**config.mk**
```make
export PLATFORM = sky130hd
export DESIGN_NAME = ilb_bridge
export DESIGN_NICKNAME = d
export VERILOG_FILES = /design/src/logic/ilb_pkg.sv /design/src/logic/ilb_bridge.sv /design/src/logic/ilb_fifo.sv
export VERILOG_INCLUDE_DIRS = /design/src /design/src/logic
export SDC_FILE = /design/constraint.sdc
export NUM_CORES = 1
export LEC_CHECK = 0
export BUFFER_PORTS_ARGS = -buffer_cell sky130_fd_sc_hd__buf_2
export CAP_MARGIN = 40
export CELL_PAD_IN_SITES_DETAIL_PLACEMENT = 1
export CELL_PAD_IN_SITES_GLOBAL_PLACEMENT = 2
export CORE_MARGIN = 1
export CORE_UTILIZATION = 43
export CTS_BUF_LIST = sky130_fd_sc_hd__clkbuf_8
export DETAILED_ROUTE_END_ITERATION = 8
export PLACE_DENSITY_LB_ADDON = 0.1
export REMOVE_ABC_BUFFERS = 1
export SLEW_MARGIN = 20
export SYNTH_ARGS = -nofsm -noshare
export SYNTH_HDL_FRONTEND = slang
export SYNTH_SLANG_ARGS = --single-unit
```
**constraint.sdc**
```tcl
create_clock -name i_clk -period 2.5 [get_ports i_clk]
set_clock_uncertainty 0.2 [all_clocks]
set_input_delay 0.25 -clock i_clk [delete_from_list [all_inputs] [get_ports i_clk]]
set_output_delay 0.25 -clock i_clk [all_outputs]
set_load 0.05 [all_outputs]
```
**src/logic/ilb_regs.svh**
```systemverilog
// command codes, pointer codes, status layout and sizes of the line bridge
`ifndef ILB_REGS_SVH
`define ILB_REGS_SVH
`define ILB_CMD_DEV_RESET   8'hF0
`define ILB_CMD_CFG_WRITE   8'hD2
`define ILB_CMD_CHAN_CHOOSE 8'hC3
`define ILB_CMD_PTR_SET     8'hE1
`define ILB_CMD_LINE_RESET  8'hB4
`define ILB_CMD_LINE_WRITE  8'hA5
`define ILB_CMD_LINE_READ   8'h96
`define ILB_CMD_LINE_SBIT   8'h87
`define ILB_CMD_LINE_TRIPLE 8'h78
`define ILB_PTR_STATUS      8'hF0
`define ILB_PTR_RDATA       8'hE1
`define ILB_PTR_CHAN        8'hD2
`define ILB_PTR_CFG         8'hC3
`define ILB_ADDR_HI         4'h3
`define ILB_ST_BUSY         0
`define ILB_ST_PRESENCE     1
`define ILB_ST_SHORT        2
`define ILB_ST_SBIT         5
`define ILB_BYTE_END        4'h8
`define ILB_FIFO_DEPTH      16
`define ILB_FIFO_WIDTH      16
`endif

```
**src/logic/ilb_pkg.sv**
```systemverilog
// types shared by the line bridge modules
package ilb_pkg;
  typedef enum logic [2:0] {
    ILB_IDLE, ILB_ADDR, ILB_ADDR_ACK, ILB_WR_BYTE, ILB_WR_ACK, ILB_RD_BYTE,
    ILB_RD_ACK
  } ilb_fsm_t;
  // one queued line operation: command code and its data byte
  typedef struct packed {
    logic [7:0] code;
    logic [7:0] data;
  } ilb_req_t;
  typedef struct packed {
    ilb_fsm_t   fsm;
    logic       scl_m, scl_s, scl_p;
    logic       sda_m, sda_s, sda_p;
    logic [2:0] addr_m, addr_s;
    logic [3:0] cnt;
    logic [7:0] sh;
    logic [1:0] idx;
    logic [7:0] cmd;
    logic       rw, nacked, mack;
    logic       sda_oe, sda_lvl;
    logic       busy;
    logic [7:0] ptr;
    logic [3:0] cfg;
    logic [2:0] chan;
    logic [7:0] rdata;
    logic       pres, shrt, sbit;
    logic [7:0] last_op;
    logic       push;
    ilb_req_t   req;
  } ilb_st_t;
endpackage

```
**src/logic/ilb_bridge.sv**
```systemverilog
// serial host slave and command interpreter of the line bridge
`timescale 1ns/1ps
`default_nettype none
`include "ilb_regs.svh"
module ilb_bridge
  import ilb_pkg::*;
#(
  parameter int FIFO_DEPTH = `ILB_FIFO_DEPTH
) (
  input  wire logic       i_clk,
  input  wire logic       i_rst_b,
  input  wire logic       i_scl,
  input  wire logic       i_sda,
  output logic            o_sda_o,
  output logic            o_sda_oe,
  input  wire logic [2:0] i_addr,
  output logic            o_busy,
  output logic [3:0]      o_cfg,
  output logic [2:0]      o_chan,
  output logic            o_req_valid,
  input  wire logic       i_req_ready,
  output ilb_req_t        o_req,
  input  wire logic       i_line_done,
  input  wire logic [7:0] i_line_rdata,
  input  wire logic       i_line_presence,
  input  wire logic       i_line_short,
  input  wire logic       i_line_bit
);
  ilb_st_t st_r, st_nxt;
  logic    fifo_rdy;
  logic    rise, fall, start, stop, byte_end, acc;

  // code whose high nibble mirrors the inverted low nibble
  function automatic logic cpl_ok(input logic [7:0] b);
    return b[7:4] == ~b[3:0];
  endfunction

  // register chosen by the read pointer
  function automatic logic [7:0] rd_mux(input ilb_st_t s);
    case (s.ptr)
      `ILB_PTR_RDATA: return s.rdata;
      `ILB_PTR_CHAN:  return {~{1'b0, s.chan}, 1'b0, s.chan};
      `ILB_PTR_CFG:   return {~s.cfg, s.cfg};
      default: begin
        rd_mux = 8'h00;
        rd_mux[`ILB_ST_BUSY]     = s.busy;
        rd_mux[`ILB_ST_PRESENCE] = s.pres;
        rd_mux[`ILB_ST_SHORT]    = s.shrt;
        rd_mux[`ILB_ST_SBIT]     = s.sbit;
      end
    endcase
  endfunction

  // bus events, seen only on the second and third sync stages
  assign rise  = st_r.scl_s & ~st_r.scl_p;
  assign fall  = ~st_r.scl_s & st_r.scl_p;
  assign start = st_r.scl_s & st_r.scl_p & st_r.sda_p & ~st_r.sda_s;
  assign stop  = st_r.scl_s & st_r.scl_p & ~st_r.sda_p & st_r.sda_s;
  assign byte_end = fall && st_r.fsm == ILB_WR_BYTE
                    && st_r.cnt == `ILB_BYTE_END;

  always_comb begin
    st_nxt = st_r;
    st_nxt.push = 1'b0;
    acc = 1'b0;
    // clock pin is only sampled, never driven
    st_nxt.scl_m  = i_scl;
    st_nxt.scl_s  = st_r.scl_m;
    st_nxt.scl_p  = st_r.scl_s;
    st_nxt.sda_m  = i_sda;
    st_nxt.sda_s  = st_r.sda_m;
    st_nxt.sda_p  = st_r.sda_s;
    st_nxt.addr_m = i_addr;
    st_nxt.addr_s = st_r.addr_m;
    // line sequence finished: keep outcome, drop busy
    if (i_line_done && st_r.busy) begin
      st_nxt.busy = 1'b0;
      st_nxt.pres = i_line_presence;
      st_nxt.shrt = i_line_short;
      st_nxt.sbit = i_line_bit;
      if (st_r.last_op == `ILB_CMD_LINE_READ)
        st_nxt.rdata = i_line_rdata;
    end
    if (stop) begin
      st_nxt.fsm    = ILB_IDLE;
      st_nxt.sda_oe = 1'b0;
    end else if (start) begin
      st_nxt.fsm    = ILB_ADDR;
      st_nxt.cnt    = 4'h0;
      st_nxt.sda_oe = 1'b0;
    end else if (rise) begin
      unique case (st_r.fsm)
        ILB_ADDR, ILB_WR_BYTE: begin
          st_nxt.sh  = {st_r.sh[6:0], st_r.sda_s};
          st_nxt.cnt = st_r.cnt + 4'h1;
        end
        ILB_RD_BYTE: st_nxt.cnt = st_r.cnt + 4'h1;
        ILB_RD_ACK:  st_nxt.mack = ~st_r.sda_s;
        ILB_IDLE, ILB_ADDR_ACK, ILB_WR_ACK: ;
      endcase
    end else if (fall) begin
      unique case (st_r.fsm)
        ILB_ADDR: if (st_r.cnt == `ILB_BYTE_END) begin
          if (st_r.sh[7:1] == {`ILB_ADDR_HI, st_r.addr_s}) begin
            st_nxt.fsm    = ILB_ADDR_ACK;
            st_nxt.sda_oe = 1'b1;
            st_nxt.rw     = st_r.sh[0];
          end else begin
            st_nxt.fsm = ILB_IDLE;
          end
        end
        ILB_ADDR_ACK: begin
          st_nxt.cnt = 4'h0;
          st_nxt.idx = 2'd0;
          if (st_r.rw) begin
            st_nxt.fsm    = ILB_RD_BYTE;
            st_nxt.sh     = rd_mux(st_r);
            st_nxt.sda_oe = ~st_nxt.sh[7];
          end else begin
            st_nxt.fsm    = ILB_WR_BYTE;
            st_nxt.sda_oe = 1'b0;
          end
        end
        ILB_WR_BYTE: if (st_r.cnt == `ILB_BYTE_END) begin
          st_nxt.fsm = ILB_WR_ACK;
          st_nxt.cnt = 4'h0;
          if (st_r.idx == 2'd0) begin
            st_nxt.cmd = st_r.sh;
            // only pointer moves pass while busy
            if (!st_r.busy || st_r.sh == `ILB_CMD_PTR_SET) begin
              unique case (st_r.sh)
                `ILB_CMD_DEV_RESET: begin
                  acc = 1'b1;
                  st_nxt.cfg  = 4'h0;
                  st_nxt.chan = 3'h0;
                  st_nxt.ptr  = `ILB_PTR_STATUS;
                  st_nxt.pres = 1'b0;
                  st_nxt.shrt = 1'b0;
                  st_nxt.sbit = 1'b0;
                end
                `ILB_CMD_CFG_WRITE, `ILB_CMD_CHAN_CHOOSE, `ILB_CMD_PTR_SET,
                `ILB_CMD_LINE_WRITE, `ILB_CMD_LINE_SBIT,
                `ILB_CMD_LINE_TRIPLE: acc = 1'b1;
                // full queue refuses rather than losing the operation
                `ILB_CMD_LINE_RESET, `ILB_CMD_LINE_READ: acc = fifo_rdy;
                default: acc = 1'b0;
              endcase
              if (acc && (st_r.sh == `ILB_CMD_LINE_RESET
                          || st_r.sh == `ILB_CMD_LINE_READ)) begin
                st_nxt.push    = 1'b1;
                st_nxt.busy    = 1'b1;
                st_nxt.last_op = st_r.sh;
                st_nxt.req     = '{code: st_r.sh, data: 8'h00};
              end
            end
          end else if (st_r.idx == 2'd1) begin
            unique case (st_r.cmd)
              `ILB_CMD_PTR_SET: begin
                acc = st_r.sh == `ILB_PTR_STATUS || st_r.sh == `ILB_PTR_RDATA
                   || st_r.sh == `ILB_PTR_CHAN || st_r.sh == `ILB_PTR_CFG;
                if (acc)
                  st_nxt.ptr = st_r.sh;
              end
              `ILB_CMD_CFG_WRITE: begin
                acc = cpl_ok(st_r.sh);
                if (acc)
                  st_nxt.cfg = st_r.sh[3:0];
              end
              `ILB_CMD_CHAN_CHOOSE: begin
                acc = cpl_ok(st_r.sh) && !st_r.sh[3];
                if (acc)
                  st_nxt.chan = st_r.sh[2:0];
              end
              `ILB_CMD_LINE_WRITE, `ILB_CMD_LINE_SBIT,
              `ILB_CMD_LINE_TRIPLE: begin
                acc = fifo_rdy;
                if (acc) begin
                  st_nxt.push    = 1'b1;
                  st_nxt.busy    = 1'b1;
                  st_nxt.last_op = st_r.cmd;
                  st_nxt.req     = '{code: st_r.cmd, data: st_r.sh};
                end
              end
              default: acc = 1'b0;
            endcase
          end
          st_nxt.sda_oe = acc;
          st_nxt.nacked = ~acc;
        end
        ILB_WR_ACK: begin
          st_nxt.sda_oe = 1'b0;
          st_nxt.fsm    = st_r.nacked ? ILB_IDLE : ILB_WR_BYTE;
          if (st_r.idx != 2'd2)
            st_nxt.idx = st_r.idx + 2'd1;
        end
        ILB_RD_BYTE: if (st_r.cnt == `ILB_BYTE_END) begin
          st_nxt.fsm    = ILB_RD_ACK;
          st_nxt.sda_oe = 1'b0;
        end else begin
          st_nxt.sh     = {st_r.sh[6:0], 1'b0};
          st_nxt.sda_oe = ~st_r.sh[6];
        end
        // master ack: same register again, refreshed
        ILB_RD_ACK: if (st_r.mack) begin
          st_nxt.fsm    = ILB_RD_BYTE;
          st_nxt.cnt    = 4'h0;
          st_nxt.sh     = rd_mux(st_r);
          st_nxt.sda_oe = ~st_nxt.sh[7];
        end else begin
          st_nxt.fsm = ILB_IDLE;
        end
        ILB_IDLE: ;
      endcase
    end
  end

  // single state register; clock and data syncs settle high like an idle bus, address syncs low
  always_ff @(posedge i_clk or negedge i_rst_b) begin
    if (!i_rst_b) begin
      st_r <= '0;
      st_r.scl_m <= 1'b1;
      st_r.scl_s <= 1'b1;
      st_r.scl_p <= 1'b1;
      st_r.sda_m <= 1'b1;
      st_r.sda_s <= 1'b1;
      st_r.sda_p <= 1'b1;
      st_r.ptr   <= `ILB_PTR_STATUS;
    end else begin
      st_r <= st_nxt;
    end
  end

  ilb_fifo #(
    .WIDTH (`ILB_FIFO_WIDTH),
    .DEPTH (FIFO_DEPTH)
  ) u_fifo (
    .i_clk       (i_clk),
    .i_rst_b     (i_rst_b),
    .i_in_valid  (st_r.push),
    .o_in_ready  (fifo_rdy),
    .i_in_data   (st_r.req),
    .o_out_valid (o_req_valid),
    .i_out_ready (i_req_ready),
    .o_out_data  (o_req)
  );

  // data pin level is a constant low, only the enable moves
  assign o_sda_o  = st_r.sda_lvl;
  assign o_sda_oe = st_r.sda_oe;
  assign o_busy   = st_r.busy;
  assign o_cfg    = st_r.cfg;
  assign o_chan   = st_r.chan;

  property p_busy_refuse;
    @(posedge i_clk) disable iff (!i_rst_b)
    byte_end && st_r.idx == 2'd0 && st_r.busy
      && st_r.sh != `ILB_CMD_PTR_SET |=> !o_sda_oe && st_r.nacked;
  endproperty
  a_busy_refuse: assert property (p_busy_refuse)
    else $error("command taken while busy");

  property p_ptr_cfg;
    @(posedge i_clk) disable iff (!i_rst_b)
    byte_end && st_r.idx == 2'd1 && st_r.cmd == `ILB_CMD_PTR_SET
      && st_r.sh == `ILB_PTR_CFG |=> o_sda_oe && st_r.ptr == `ILB_PTR_CFG;
  endproperty
  a_ptr_cfg: assert property (p_ptr_cfg)
    else $error("configuration pointer not taken");

  property p_ptr_bad;
    @(posedge i_clk) disable iff (!i_rst_b)
    byte_end && st_r.idx == 2'd1 && st_r.cmd == `ILB_CMD_PTR_SET
      && st_r.sh == 8'hE5 |=> !o_sda_oe && st_r.ptr == $past(st_r.ptr);
  endproperty
  a_ptr_bad: assert property (p_ptr_bad)
    else $error("bad pointer code accepted");

  property p_reset_result;
    @(posedge i_clk) disable iff (!i_rst_b)
    i_line_done && st_r.busy |=> st_r.pres == $past(i_line_presence)
      && !o_busy;
  endproperty
  a_reset_result: assert property (p_reset_result)
    else $error("line outcome lost");

  property p_wr_no_capture;
    @(posedge i_clk) disable iff (!i_rst_b)
    i_line_done && st_r.last_op == `ILB_CMD_LINE_WRITE
      |=> $stable(st_r.rdata);
  endproperty
  a_wr_no_capture: assert property (p_wr_no_capture)
    else $error("write byte changed read data");

  property p_ptr_while_busy;
    @(posedge i_clk) disable iff (!i_rst_b)
    byte_end && st_r.idx == 2'd0 && st_r.sh == `ILB_CMD_PTR_SET
      |=> o_sda_oe ##1 o_sda_oe;
  endproperty
  a_ptr_while_busy: assert property (p_ptr_while_busy)
    else $error("pointer command refused");

  property p_pin_low;
    @(posedge i_clk) disable iff (!i_rst_b)
    o_sda_oe |-> o_sda_o == 1'b0;
  endproperty
  a_pin_low: assert property (p_pin_low)
    else $error("data pin driven high");

  property p_surplus;
    @(posedge i_clk) disable iff (!i_rst_b)
    byte_end && st_r.idx == 2'd2 |=> !o_sda_oe;
  endproperty
  a_surplus: assert property (p_surplus)
    else $error("surplus byte acknowledged");

  property p_reread;
    @(posedge i_clk) disable iff (!i_rst_b)
    fall && st_r.fsm == ILB_RD_ACK && st_r.mack
      |=> st_r.sh == rd_mux($past(st_r));
  endproperty
  a_reread: assert property (p_reread)
    else $error("read byte not from pointed register");

  property p_busy_on_push;
    @(posedge i_clk) disable iff (!i_rst_b)
    st_r.push |-> o_busy;
  endproperty
  a_busy_on_push: assert property (p_busy_on_push)
    else $error("line command queued without busy");
endmodule
`default_nettype wire

```
**src/logic/ilb_fifo.sv**
```systemverilog
// line request queue with registered read side
`timescale 1ns/1ps
`default_nettype none
module ilb_fifo #(
  parameter int WIDTH = 16,
  parameter int DEPTH = 16
) (
  input  wire logic             i_clk,
  input  wire logic             i_rst_b,
  input  wire logic             i_in_valid,
  output logic                  o_in_ready,
  input  wire logic [WIDTH-1:0] i_in_data,
  output logic                  o_out_valid,
  input  wire logic             i_out_ready,
  output logic [WIDTH-1:0]      o_out_data
);
  localparam int AW = $clog2(DEPTH);
  typedef struct packed {
    logic [DEPTH-1:0][WIDTH-1:0] mem;
    logic [AW-1:0]               wp, rp;
    logic [AW:0]                 cnt;
    logic                        in_ready, out_valid;
    logic [WIDTH-1:0]            out_data;
  } ilb_fifo_st_t;
  ilb_fifo_st_t st_r, st_nxt;

  // writes and output refills both act on the old count
  always_comb begin
    st_nxt = st_r;
    if (i_in_valid && st_r.in_ready) begin
      st_nxt.mem[st_r.wp] = i_in_data;
      st_nxt.wp = st_r.wp + 1'b1;
    end
    if (!st_r.out_valid || i_out_ready) begin
      st_nxt.out_valid = (st_r.cnt != '0);
      if (st_r.cnt != '0) begin
        st_nxt.out_data = st_r.mem[st_r.rp];
        st_nxt.rp = st_r.rp + 1'b1;
      end
    end
    st_nxt.cnt = st_r.cnt + (AW+1)'(i_in_valid && st_r.in_ready)
               - (AW+1)'((!st_r.out_valid || i_out_ready) && st_r.cnt != '0);
    st_nxt.in_ready = (st_nxt.cnt < (AW+1)'(DEPTH));
  end

  always_ff @(posedge i_clk or negedge i_rst_b) begin
    if (!i_rst_b) begin
      st_r <= '0;
      st_r.in_ready <= 1'b1;
    end else begin
      st_r <= st_nxt;
    end
  end

  assign o_in_ready  = st_r.in_ready;
  assign o_out_valid = st_r.out_valid;
  assign o_out_data  = st_r.out_data;
endmodule
`default_nettype wire

```
### Word level (Yosys, flattened, before mapping)

Cells that the tools add are included.

| storage, ports and cells | value |
|---|---|
| register bits | 380 |
| bits of input ports | 20 |
| logic and storage cells | 298 |

| cells by class | value |
|---|---|
| reductions and logical operators | 53 |
| bitwise gates (word level) | 21 |
| mux-type cells | 116 |
| $lt $le $gt $ge | 4 |
| add/sub/neg operators | 6 |
| equality and inequality tests | 47 |

Operators with widths:

| operator | number |
|---|---|
| bitwise mux 256 bit | 1 |
| 2-to-1 mux 28 bit | 7 |
| 2-to-1 mux 16 bit | 11 |
| 2-to-1 mux 8 bit | 20 |
| == test 8 bit, second input constant | 17 |
| 2-to-1 mux 25 bit | 5 |
| binary-select mux 16 bit (select 4 bit) | 1 |
| demux 16 bit (select 4 bit) | 1 |
| case mux 8 bit (3 select lines) | 2 |
| AND reduction 11 bit | 4 |
| 2-to-1 mux 3 bit | 14 |
| 2-to-1 mux 1 bit | 36 |
| 2-to-1 mux 12 bit | 2 |
| 2-to-1 mux 24 bit | 1 |
| AND reduction 6 bit | 4 |
| nonzero test 2 bit | 11 |
| AND reduction 7 bit | 3 |
| 2-to-1 mux 4 bit | 5 |
| != test 4 bit, second input constant | 5 |
| case mux 3 bit (6 select lines) | 1 |
| == test 8 x 7 -> 1 bit, second input constant | 2 |
| 2-to-1 mux 15 bit | 1 |
| adder 4 x 1 -> 4 bit, second input constant | 3 |
| case mux 4 bit (3 select lines) | 1 |
| 42 further kinds | 89 |

### Logic depth before layout (Yosys ltp)

| logic depth | value |
|---|---|
| depth in word-level cells | 25 |
| gate-level depth with buffers | 16 |

### Modules after synthesis

Synthesis repeated with hierarchy kept, for this count alone.

| second synthesis, totals | value |
|---|---|
| cell total of the unflattened synthesis | 1395 |
| area, all modules | 18435.2 µm² |

By module, submodules not included:

| module | times used | area an instance (µm²) | seq. area each (µm²) | cells each |
|---|---|---|---|---|
| ilb_fifo | 1 | 13803.2 | 7183.1 | 920 |
| ilb_bridge | 1 | 4631.9 | 2139.6 | 475 |

### Worst setup path after synthesis

No wires, ideal clock.

| timing | value |
|---|---|
| path kind | flip-flop to flip-flop |
| start | register u_fifo.st_r[21] in the netlist's numbering |
| end | register u_fifo.st_r (netlist bit u_fifo.o_in_ready) |
| library setup time | 0.079 ns |
| arrival time | 2.498 ns |
| setup slack | -0.277 ns |
| stages on the path, launching flop included | 17 |
| clock period less this slack | 2.777 ns |
| cells stage by stage | dfrtp_1 -> inv_1 -> ha_1 -> nor4b_1 -> a21oi_1 -> buf_6 -> ha_1 -> inv_1 -> ha_1 -> inv_1 -> fa_1 -> inv_1 -> a21oi_1 -> nor2_1 -> nor2_1 -> xnor2_1 -> inv_1 |

RTL lines:

| item | RTL line | source |
|---|---|---|
| start, declared | ilb_fifo.sv:25 | `ilb_fifo_st_t st_r, st_nxt;` |
| start signal, assigned | ilb_fifo.sv:51 | `st_r <= st_nxt;` |

==> metrics.txt <==
number of register bits inferred by synthesis 372; pin slew with the least headroom to its limit 0.717 ns; DR vias/cell 5.50; height of the die 204 µm; buffers added on ports 45; TritonCTS clock tree built; unique cell type count in the Yosys netlist 74; buffer type at the clock tree root clkbuf_8; routed length per placed instance 22.9 µm; Congestion Overflow GR 0; Core Region 40100 µm²; Chip Width 204 µm; total number of clock tree sinks 372; number of flops mapped to enable cells by yosys 0; pin count of the biggest net entering global routing between 50 and 60; Area Growth Syn to Fin 19.4%; critical setup path kind reg -> reg; static leakage 10.1 nW; area taken by flip-flops and latches 9330 µm²; violated checks negative setup slack; total count of hold-check failures in the final report 0; most frequently used flop master after synthesis dfrtp_1; setup ws final -0.0394 ns; later-pin clock latency in the skew report 0.62 ns; Total Negative Setup Slacks -0.0394 ns; fin crit share 102%; destination of the worst hold path st_nxt[86]; fraction of registers with async set or reset after synthesis 100%; initial standard-cell utilization of the core around 44%; Critical Path End Type register; number of cells on the worst reg-to-reg path 13; data arrival time at the worst-slack endpoint 2.81 ns; peak fanout along the critical path 2; max-slew violation total from the final report 0; I/O pin count 47; share of synthesized area occupied by flip-flops and latches 52.9%; final setup fails 1; slowest CP cell dfrtp_1; # nets final between 1000 and 1500; post-detail-place hpwl about 30 mm; endpoint of the most critical register-to-register path u_fifo.st_r[20]; post-synthesis instance total 1260; total via count in the routed design 11000; DR iter-0 viols 436; number of antenna repair diodes 0; largest incremental delay on the critical path about 0.41 ns; post-synthesis average cell area around 14 µm²; Max clock buf depth 3; path class of the lowest-slack min-delay path in -> reg; start point of the worst min-delay path i_sda; Max Clk Rate 0.394 GHz; multi-input combinational cell area 7720 µm²; number of H-tree branching levels 3; Yosys warning count 0; Post-route DRC 0; wire length of the first global-routing pass between 70 and 80 mm; last weighted congestion value of the routability-driven placer 0.799; ratio of cells with drive above 1 in the final layout 46.6%; DIE AREA around 42000 µm²; time the worst path needs with I/O delays and setup 2.54 ns; Crit Reg-Reg Startpoint u_fifo.st_r[21]; leading cell types in the layout, fill and taps excluded dfrtp_1 (358), mux2_2 (278), buf_4 (112), clkbuf_8 (86), mux4_2 (66); Detailed Route WL 45.9 mm; total global routing track utilization 23.4%; pwr/cell area 716 nW/µm²; post-placement setup slack -0.336 ns; via count of the first global-routing pass 12600; row cnt 73; peak supply drop 0.417 mV; RSZ-0062 raised after global routing true; outcome complete, but fails checks; flop-to-flop setup slack -0.04 ns; critical-path cell list inv_2, ha_4, nor4b_4, a21oi_4, ha_4, inv_4, ha_4, inv_2, fa_2, buf_4, buf_6, buf_4, xnor2_1; clock buffers created by TritonCTS 68; First-pass DRT Iterations 6; CP dominant cell by count ha_4; number of cells on the worst hold path 2; commonest non-fill, non-tap cell in the layout dfrtp_1; mapped cell area 17600 µm²; number of max-cap violations 0; number of antenna violations at the first check in global routing 0; remaining number of nets flagged by the antenna check after routing 0; sort of element at the start of the critical path register; worst max-slew margin expressed relative to the limit 52.2%; clock transition time at the flip-flop clock pins of the worst setup and hold paths approximately 0.060 ns; Data required, critical path 2.77 ns; Filler Cells Inserted roughly 4000
## metrics by stage
step	total power, mW	hold slack (ns)	utilization [%]	cell area, µm²	instances
CTS	15.3	0.0303	52.2	20900	2006
finish	15.1	0.0888	52.5	21000	2009
global placement	9.18	0.0165	48.0	19200	1856
global route	15.8	0.0693	52.5	21000	2009
detailed placement	9.20	0.0148	48.0	19200	1856
floorplan	7.93	-0.246	-	17000	1156
## state kept, by name (all words and copies together), names as in the netlist, 3 cells and up
register           cells
u_fifo.o_out_data     16
o_chan                 3
u_fifo.st_r          269
st_nxt                 7
o_cfg                  4
st_r                  69
## synthesized netlist by cell type, drive strengths merged, types with 3 or more instances
cell / count / area, µm²
and3b: 3 / 26.3
or3: 3 / 18.8
xnor2: 10 / 87.6
mux4: 80 / 1850
a32o: 10 / 100
inv: 31 / 116
o31ai: 4 / 43.8
nor2b: 19 / 119
a211oi: 6 / 45.0
nor3b: 3 / 27.5
dfstp: 11 / 289
ha: 19 / 238
clkbuf: 34 / 131
nand4bb: 3 / 33.8
a22oi: 11 / 82.6
nor2: 41 / 154
a22o: 11 / 96.3
nand4: 5 / 31.3
nand2: 62 / 235
mux2: 288 / 3270
o22ai: 3 / 18.8
a21oi: 29 / 145
nor4b: 3 / 26.3
nor3: 5 / 35.0
nand3: 21 / 105
a21o: 3 / 22.5
xor2: 9 / 78.8
nand2b: 14 / 87.6
dfrtp: 361 / 9030
o21ai: 40 / 200
buf: 70 / 490
a31oi: 6 / 37.5
and2: 8 / 50.1
## kinds of logic (layout without fill, tap and decap cells)
| family | Yosys count | after routing | share of synthesized area, % |
|---|---|---|---|
| other cells | 1 | 1 | 0.0213 |
| xor+xnor | 19 | 19 | 0.944 |
| simple gates | 201 | 201 | 5.95 |
| flops | 372 | 372 | 52.9 |
| mux | 369 | 369 | 29.1 |
| buf+inv | 135 | 359 | 4.19 |
| compound gates | 143 | 143 | 5.46 |
| fa+ha+maj | 20 | 20 | 1.46 |
## worst max path at each step
| stage | startpoint | slack [ns] | to | cells after the start |
|---|---|---|---|---|
| after global placement | u_fifo.st_r[20] | -0.27 | u_fifo.o_in_ready | 16 |
| after floorplan | u_fifo.st_r[23] | -1.79 | u_fifo.o_out_data[4] | 3 |
| after detailed placement | u_fifo.st_r[20] | -0.34 | u_fifo.o_in_ready | 16 |
| after CTS | u_fifo.st_r[20] | -0.18 | u_fifo.o_in_ready | 16 |
| after global routing | u_fifo.st_r[21] | -0.12 | u_fifo.o_in_ready | 15 |
| final | u_fifo.st_r[21] | -0.04 | u_fifo.st_r[20] | 13 |
## power breakdown
part	leakage, nW	switching [mW]	internal, mW	total [mW]
Combinational	4.21	1.47	1.37	2.85
Clock	0.789	2.60	3.20	5.80
Sequential	5.11	0.229	6.20	6.43
Total	10.1	4.30	10.8	15.1
## timing repair
item                                    CTS  global route
hold endpoints to repair                381             0
hold buffers                             23             0
buffers inserted                          6             3
gates cloned                              0             1
endpoints found under the setup margin    5            33
pin swaps                                 7             8
resized for setup                        12            18
## per-layer routing
layer  GRT usage (%)  up-vias  part of all wire (%)
li1                -     4951                     -
met1            29.4     5844                    42
met2            40.9      166                    52
met3            3.71       81                   3.3
met4            8.37        0                   2.6
met5               0        -                     0
## area by class of cell
cell class | instances | share of cell area (%)
clock buffers | 86 | 5.62
clock inverters | 35 | 0.886
inverters | 31 | 0.565
multi-input cells | 753 | 36.7
flip-flops and latches | 372 | 44.3
well taps | 525 | 3.12
repair buffers | 207 | 8.78
## worst max-delay path: cells and delay by family (launching register included)
family | cells | cell delay, ns
XOR/XNOR | 1 | 0.12
buffers and inverters | 6 | 0.54
flip-flops | 1 | 0.41
AO/OA/AOI/OAI | 1 | 0.07
adder cells (fa/ha/maj) | 4 | 0.85
AND/OR/NAND/NOR | 1 | 0.25
Power figures use the tool's default switching activity.
